File: config.mk
export PLATFORM = sky130hd
export DESIGN_NAME = fsrg_top
export DESIGN_NICKNAME = d
export VERILOG_FILES = /design/src/hdl/fsrg_pkg.sv /design/src/hdl/fsrg_top.sv
export SDC_FILE = /design/constraint.sdc
export NUM_CORES = 1
export LEC_CHECK = 0
export ABC_AREA = 1
export BUFFER_PORTS_ARGS = -buffer_cell sky130_fd_sc_hd__buf_2
export CORE_MARGIN = 5
export CORE_UTILIZATION = 45
export DETAILED_ROUTE_END_ITERATION = 10
export HOLD_SLACK_MARGIN = 0.06
export PLACE_DENSITY = 0.69
export SYNTH_ARGS = -nofsm -noshare
export SYNTH_HDL_FRONTEND = slang
export SYNTH_SLANG_ARGS = --single-unit
File: constraint.sdc
create_clock -name mclk_i -period 2.5 [get_ports mclk_i]
set_clock_uncertainty 0.1 [all_clocks]
set_input_delay 0.25 -clock mclk_i [delete_from_list [all_inputs] [get_ports mclk_i]]
set_output_delay 0.25 -clock mclk_i [all_outputs]
set_load 0.02 [all_outputs]
File: src/hdl/fsrg_pkg.sv
package fsrg_pkg;

  localparam int FSRG_W = 16;

  // condition bit positions
  localparam int FSRG_BIT_OVERVOLTAGE = 0;
  localparam int FSRG_BIT_OVERCURRENT = 1;
  localparam int FSRG_BIT_POWER_FAIL = 2;
  localparam int FSRG_BIT_CONST_POWER = 3;
  localparam int FSRG_BIT_OVERTEMP = 4;
  localparam int FSRG_BIT_MASTER_SLAVE = 5;
  localparam int FSRG_BIT_SPARE9 = 9;

  // defined bits, weight sum 575
  localparam logic [15:0] FSRG_DEFINED_MASK = 16'h023F;
  localparam logic [15:0] FSRG_RESET_VAL = 16'h0000;

  // status byte position of the group summary
  localparam int FSRG_SUMMARY_BIT = 7;

  // register selects on the command port
  localparam logic [2:0] FSRG_SEL_COND = 3'h0;
  localparam logic [2:0] FSRG_SEL_ENAB = 3'h1;
  localparam logic [2:0] FSRG_SEL_EVENT = 3'h2;
  localparam logic [2:0] FSRG_SEL_FALL = 3'h3;
  localparam logic [2:0] FSRG_SEL_RISE = 3'h4;

  // live fault inputs gathered in one carrier
  typedef struct packed {
    logic spare_flag_bit9;
    logic master_slave_disable;
    logic overtemperature_trip;
    logic constant_power_active;
    logic power_fail_output_off;
    logic overcurrent_trip;
    logic overvoltage_trip;
  } fsrg_faults_t;

  // one host command
  typedef struct packed {
    logic wr;
    logic rd;
    logic preset;
    logic [2:0] sel;
    logic [15:0] wdata;
  } fsrg_cmd_t;

endpackage

File: src/hdl/fsrg_top.sv
`timescale 1ns/1ps
// Contract
// - condition register mirrors live fault state
// - fixed bit map, bits 0-5 and 9
// - master/slave disable bit follows protection hold
// - one means active in every register
// - enable mask gates event bits to summary
// - summary bit is OR of event AND enable
// - preset command clears the enable mask
// - enable mask reads back stored value
// - event register read-only, latches filtered edges
// - event read returns value then clears
// - falling filter catches 1-to-0 changes
// - rising filter catches 0-to-1 changes
// - both filters catch either direction
// - neither filter blocks every change
// - falling filter reads back stored value
// - rising filter reads back stored value
// - only condition register shows live source
module fsrg_top
  import fsrg_pkg::*;
(
  input wire logic mclk_i,
  input wire logic rst_i,
  input wire fsrg_faults_t faults_i,
  input wire fsrg_cmd_t cmd_i,
  output logic [15:0] rdata_o,
  output logic rvalid_o,
  output logic summary_o,
  output logic [7:0] status_byte_o
);

  logic [15:0] cond_live;
  logic [15:0] cond_prev_reg;
  logic [15:0] enab_reg;
  logic [15:0] event_reg;
  logic [15:0] event_next;
  logic [15:0] fall_reg;
  logic [15:0] rise_reg;
  logic [15:0] rise_edge;
  logic [15:0] fall_edge;
  logic [15:0] event_set;
  logic [15:0] wdata_masked;
  logic event_read;
  logic summary_reg;

  // live map of the fault inputs; nothing latched here
  always_comb begin
    cond_live = 16'h0000;
    cond_live[FSRG_BIT_OVERVOLTAGE] = faults_i.overvoltage_trip;
    cond_live[FSRG_BIT_OVERCURRENT] = faults_i.overcurrent_trip;
    cond_live[FSRG_BIT_POWER_FAIL] = faults_i.power_fail_output_off;
    cond_live[FSRG_BIT_CONST_POWER] = faults_i.constant_power_active;
    cond_live[FSRG_BIT_OVERTEMP] = faults_i.overtemperature_trip;
    cond_live[FSRG_BIT_MASTER_SLAVE] = faults_i.master_slave_disable;
    cond_live[FSRG_BIT_SPARE9] = faults_i.spare_flag_bit9;
  end

  // writes keep only defined bits so an out-of-range value cannot leak
  assign wdata_masked = cmd_i.wdata & FSRG_DEFINED_MASK;

  // previous-cycle copy, the reference for edge detection
  always_ff @(posedge mclk_i) begin
    if (rst_i) begin
      cond_prev_reg <= FSRG_RESET_VAL;
    end else begin
      cond_prev_reg <= cond_live;
    end
  end

  // filtered edges; both filters clear means no event at all
  assign rise_edge = cond_live & ~cond_prev_reg;
  assign fall_edge = ~cond_live & cond_prev_reg;
  assign event_set = ((rise_edge & rise_reg) | (fall_edge & fall_reg))
    & FSRG_DEFINED_MASK;

  // enable mask, cleared by preset; preset wins over a same-cycle write
  always_ff @(posedge mclk_i) begin
    if (rst_i) begin
      enab_reg <= FSRG_RESET_VAL;
    end else if (cmd_i.preset) begin
      enab_reg <= FSRG_RESET_VAL;
    end else if (cmd_i.wr && cmd_i.sel == FSRG_SEL_ENAB) begin
      enab_reg <= wdata_masked;
    end
  end

  // transition filters
  always_ff @(posedge mclk_i) begin
    if (rst_i) begin
      fall_reg <= FSRG_RESET_VAL;
      rise_reg <= FSRG_RESET_VAL;
    end else if (cmd_i.wr) begin
      if (cmd_i.sel == FSRG_SEL_FALL) begin
        fall_reg <= wdata_masked;
      end
      if (cmd_i.sel == FSRG_SEL_RISE) begin
        rise_reg <= wdata_masked;
      end
    end
  end

  // read of the event register clears it, but a new edge in the
  // same cycle survives so no event is lost
  assign event_read = cmd_i.rd && cmd_i.sel == FSRG_SEL_EVENT;
  always_comb begin
    if (event_read) begin
      event_next = event_set;
    end else begin
      event_next = event_reg | event_set;
    end
  end

  always_ff @(posedge mclk_i) begin
    if (rst_i) begin
      event_reg <= FSRG_RESET_VAL;
    end else begin
      event_reg <= event_next;
    end
  end

  // read port: one cycle latency, data held until the next read
  always_ff @(posedge mclk_i) begin
    if (rst_i) begin
      rdata_o <= 16'h0000;
      rvalid_o <= 1'b0;
    end else begin
      rvalid_o <= cmd_i.rd;
      if (cmd_i.rd) begin
        case (cmd_i.sel)
          FSRG_SEL_COND: rdata_o <= cond_live;
          FSRG_SEL_ENAB: rdata_o <= enab_reg;
          FSRG_SEL_EVENT: rdata_o <= event_reg;
          FSRG_SEL_FALL: rdata_o <= fall_reg;
          FSRG_SEL_RISE: rdata_o <= rise_reg;
          default: rdata_o <= 16'h0000;
        endcase
      end
    end
  end

  // summary registered so it is glitch free toward the status byte
  always_ff @(posedge mclk_i) begin
    if (rst_i) begin
      summary_reg <= 1'b0;
    end else begin
      summary_reg <= |(event_reg & enab_reg);
    end
  end

  assign summary_o = summary_reg;
  always_comb begin
    status_byte_o = 8'h00;
    status_byte_o[FSRG_SUMMARY_BIT] = summary_reg;
  end
endmodule

=== After elaboration in Yosys (flattened, before gate mapping) ===
Cells that the tools add are included.

* Bits in registers: 62
* Input bits: 31
* Output and inout bits: 26
* Word-level logic and storage cells: 32

* Eq/ne operators: 4
* Mux-type cells: 2
* Bitwise logic cells: 9
* Reduce and logical (&&, ||, !) cells: 8

{| class="wikitable"
|+ Operators by type and width
! cell !! count
|-
| $pmux W16 S5 || 1
|-
| $and A10 B10 Y10 || 4
|-
| $not A10 Y10 || 2
|-
| $and A16 B10 Y16 || 1
|-
| $or A16 B10 Y16 || 1
|-
| $reduce_or A16 Y1 || 1
|-
| $mux W10 || 1
|-
| $or A10 B10 Y10 || 1
|-
| $eq A3 B2 Y1 const B || 2
|-
| $reduce_and A2 Y1 || 2
|-
| $reduce_or A2 Y1 || 2
|-
| $eq A3 B1 Y1 const B || 1
|-
| $eq A3 B3 Y1 const B || 1
|-
| $logic_not A3 Y1 || 1
|-
| $logic_and A1 B1 Y1 || 2
|}

=== Logic depth before layout (Yosys ltp) ===
* Depth after elaboration: 6
* Mapped depth: 9
* Depth with buffers taken out: 7

=== Worst setup path after synthesis ===
OpenSTA, ideal clock, no wires.

* Path type: in2reg
* From: input port cmd_i[17] (netlist name)
* To: register event_reg[9]
* Library setup time: 0.137 ns
* Arrival: 0.960 ns
* Required time: 2.263 ns
* Path slack: 1.303 ns
* Cell stages on the path: 5
* Path buffers: 2
* Path through: buf_2 > buf_2 > nand3_2 > a21oi_1 > a21oi_1

* Longest elaborated chain between the ends: 3

{| class="wikitable"
|+ Ends and longest elaborated chain
! what !! RTL line !! RTL
|-
| start, declared || fsrg_top.sv:26 || <nowiki>input wire fsrg_cmd_t cmd_i,</nowiki>
|-
| $eq A3 B2 Y1 || fsrg_top.sv:105 || <nowiki>assign event_read = cmd_i.rd && cmd_i.sel == FSRG_SEL_EVENT;</nowiki>
|-
| $logic_and A1 B1 Y1 || fsrg_top.sv:105 ||
|-
| $mux W10 || fsrg_top.sv:107 || <nowiki>if (event_read) begin</nowiki>
|-
| end signal, assigned || fsrg_top.sv:118 || <nowiki>event_reg <= event_next;</nowiki>
|-
| end, declared || fsrg_top.sv:36 || <nowiki>logic [15:0] event_reg;</nowiki>
|}

No other way between the ends.
A chain may end at the register's enable or synchronous reset.

=== Worst setup path in the final report ===
* From: input port cmd_i[16] (netlist name)
* To: register rise_reg[3]

* Longest elaborated chain between the ends: 2

{| class="wikitable"
|+ Ends and longest elaborated chain
! what !! RTL line !! RTL
|-
| $eq A3 B3 Y1 || fsrg_top.sv:97 || <nowiki>if (cmd_i.sel == FSRG_SEL_RISE) begin</nowiki>
|-
| $reduce_and A2 Y1 (no source line) || -- ||
|-
| end signal, assigned || fsrg_top.sv:98 || <nowiki>rise_reg <= wdata_masked;</nowiki>
|-
| end, declared || fsrg_top.sv:39 || <nowiki>logic [15:0] rise_reg;</nowiki>
|}

No other way between the ends.

==> results.json <==
{
  "critPathTopFamily": "simple AND/OR/NAND/NOR gates",
  "slowest_delay_ns": 0.32,
  "crit_path_max_fanout": 14,
  "nNetsFinal": 334,
  "synthDistinctLibCells": 28,
  "place_ws_ns": 0.8662,
  "setup_violations": 0,
  "diodes": 0,
  "fmax_mhz": 752.7,
  "final_common_cell": "dfxtp_1",
  "hold_buffers": 0,
  "drt_iter0_markers": 103,
  "layout-drive-gt1-share_pct": 19.08,
  "gr-usage-all-layers_pct": 16.46,
  "cts_made_buffers": 5,
  "grt_overflow": 0,
  "clock_latency_ns": 0.30,
  "wl_per_cell_um": 13.63,
  "hpwl_um": 3418,
  "gp_congestion": 0.8146,
  "outcome": "complete, no violations",
  "synth_area_um2": 2111,
  "ctsResizeCount": 0,
  "wl_um": 4878,
  "finalHoldViolations": 0,
  "first_global_vias": 1697,
  "htreeDepth": 2,
  "yosysSeqAreaShare_pct": 41.73,
  "crit_type": "input port to flop",
  "io-pin-count": 57,
  "avgSynthCellArea_um2": 7.565,
  "crit_arrival_ns": 1.41,
  "start_kind": "input port",
  "grt_max_degree": 26,
  "firstDrtPassIters": 4,
  "worst_pin_slew_ns": 0.5287,
  "cp_cell_sequence": "buf_2, nor2_4, nand3_2, o21ai_0, a21oi_1",
  "root_buffer": "clkbuf_8",
  "fin_crit_ns": 1.329,
  "antenna_found_initial": 0,
  "yosys_warnings": 0,
  "setup_ws_ns": 1.171,
  "max_cap_viol_count": 0,
  "clk_path_buf_depth": 2,
  "area_growth_pct": 8.239,
  "postCtsSetupRepairBufs": 0,
  "cts_tree": "done",
  "slew_violations": 0,
  "cellPowerDensity_nw_per_um2": 592.2,
  "cp_data_required_time_ns": 2.58,
  "rsz0062_at_grt": "false",
  "fill_cells": 492,
  "grt_pass1_wl_um": 7976,
  "path_clk_slew_ns": 0.08,
  "vdd_ir_drop_max_mv": 0.3265,
  "cp-end-kind": "flop",
  "core_um2": 4629,
  "netlist_instances": 279,
  "io_buffers": 31,
  "start_util_pct": 45.59,
  "slew_headroom_pct": 64.75,
  "worst_path_max_delay_cell": "nand3_2",
  "final_cell_mix": "dfxtp_1 (44), buf_2 (31), a21oi_1 (30), nand2_1 (29), nand3_1 (27)",
  "fin_crit_sh_pct": 53.14,
  "hold_class": "input port to flop",
  "num_rows": 25,
  "clkSinkCount": 44,
  "ys_ff_latch": 44,
  "totalNegativeSetupSlack_ns": 0,
  "crit_buf_inv": 1,
  "avgViaCountPerCell": 5.165,
  "die_w_um": 78.49,
  "die_area_um2": 6161,
  "dieHeight_um": 78.49,
  "drc": 0,
  "p_leak_nw": 0.9450,
  "postRouteAntennaNets": 0,
  "vias": 1849
}
Yosys cell counts, drive strengths merged:
cell    number  area (um2)
nor2        27       118.9
nand3       30       172.7
a22o         1       8.760
conb         1       3.750
nand2       29       108.9
clkbuf       4       15.01
clkinv       1       8.760
a31oi        6       37.54
a21oi       33       176.4
inv         31       121.4
o21ai       28       140.1
a221oi       1       8.760
nor3         7       35.03
buf         26       190.2
nand4       10       83.83
dfxtp       44       880.8
cell families after synthesis:
| group | Yosys count | synth area share (%) |
|---|---|---|
| compound gates | 69 | 17.61 |
| buf+inv | 62 | 15.89 |
| flops | 44 | 41.73 |
| other cells | 1 | 0.1777 |
| simple gates | 103 | 24.60 |
worst reg2reg max path: stages (launching register included):
cell and delay, ns:
dfxtp_1 0.34, nand2_1 0.09, nand2_1 0.06, a221oi_1 0.26
a21oi_1 0.11
routing by layer:
| layer | routed length, um | GRT usage, % |
|---|---|---|
| met1 | 2261 | 21.89 |
| met2 | 2233 | 26.37 |
| met3 | 321 | 3.784 |
| met4 | 61 | 5.245 |
| met5 | 0 | 0 |
per-stage QoR:
| step | hold WS, ns | cells | total power [W] | utilization (%) | instance area (um2) |
|---|---|---|---|---|---|
| 5_1_grt | 0.1219 | 358 | 0.001413 | 49.35 | 2285 |
| 3_3_place_gp | 0.3496 | 350 | 0.0009038 | 47.35 | 2192 |
| 4_1_cts | 0.09568 | 358 | 0.001367 | 49.35 | 2285 |
| 2_1_floorplan | 0.2849 | 294 | 0.0008805 | - | 2167 |
| 6_report | 0.09858 | 358 | 0.001353 | 49.35 | 2285 |
| 3_5_place_dp | 0.3522 | 350 | 0.0009059 | 47.35 | 2192 |
final timing paths:
kind / endpoint / startpoint / slack, ns / cells past startpoint
worst min-delay path: cond_prev_reg[5]$_SDFF_PP0_ / faults_i[5] / 0.1 / 3
worst max register to register: summary_o$_SDFF_PP0_ / event_reg[2]$_SDFF_PP0_ / 1.41 / 4
worst min register to register: rdata_o[9]$_SDFFE_PP0P_ / rdata_o[9]$_SDFFE_PP0P_ / 0.36 / 2
worst max-delay path: rise_reg[3]$_SDFFE_PP0P_ / cmd_i[16] / 1.17 / 5
where the power goes:
part / internal [W] / switching (W)
Sequential: 0.000722 / 0.0000128
Clock: 0.000221 / 0.000241
Combinational: 0.0000410 / 0.000115
area by class of cell:
type,count,area (um2),share of cell area (%)
Clock buffer,6,82.58,3.614
Clock inverter,2,10.01,0.4381
Inverter,32,130.1,5.696
Multi-Input combinational cell,188,950.9,41.62
Sequential cell,44,880.8,38.55
Tap cell,54,67.56,2.957
Timing Repair Buffer,32,162.7,7.119
Note: power is estimated with default switching activity, not from simulation.
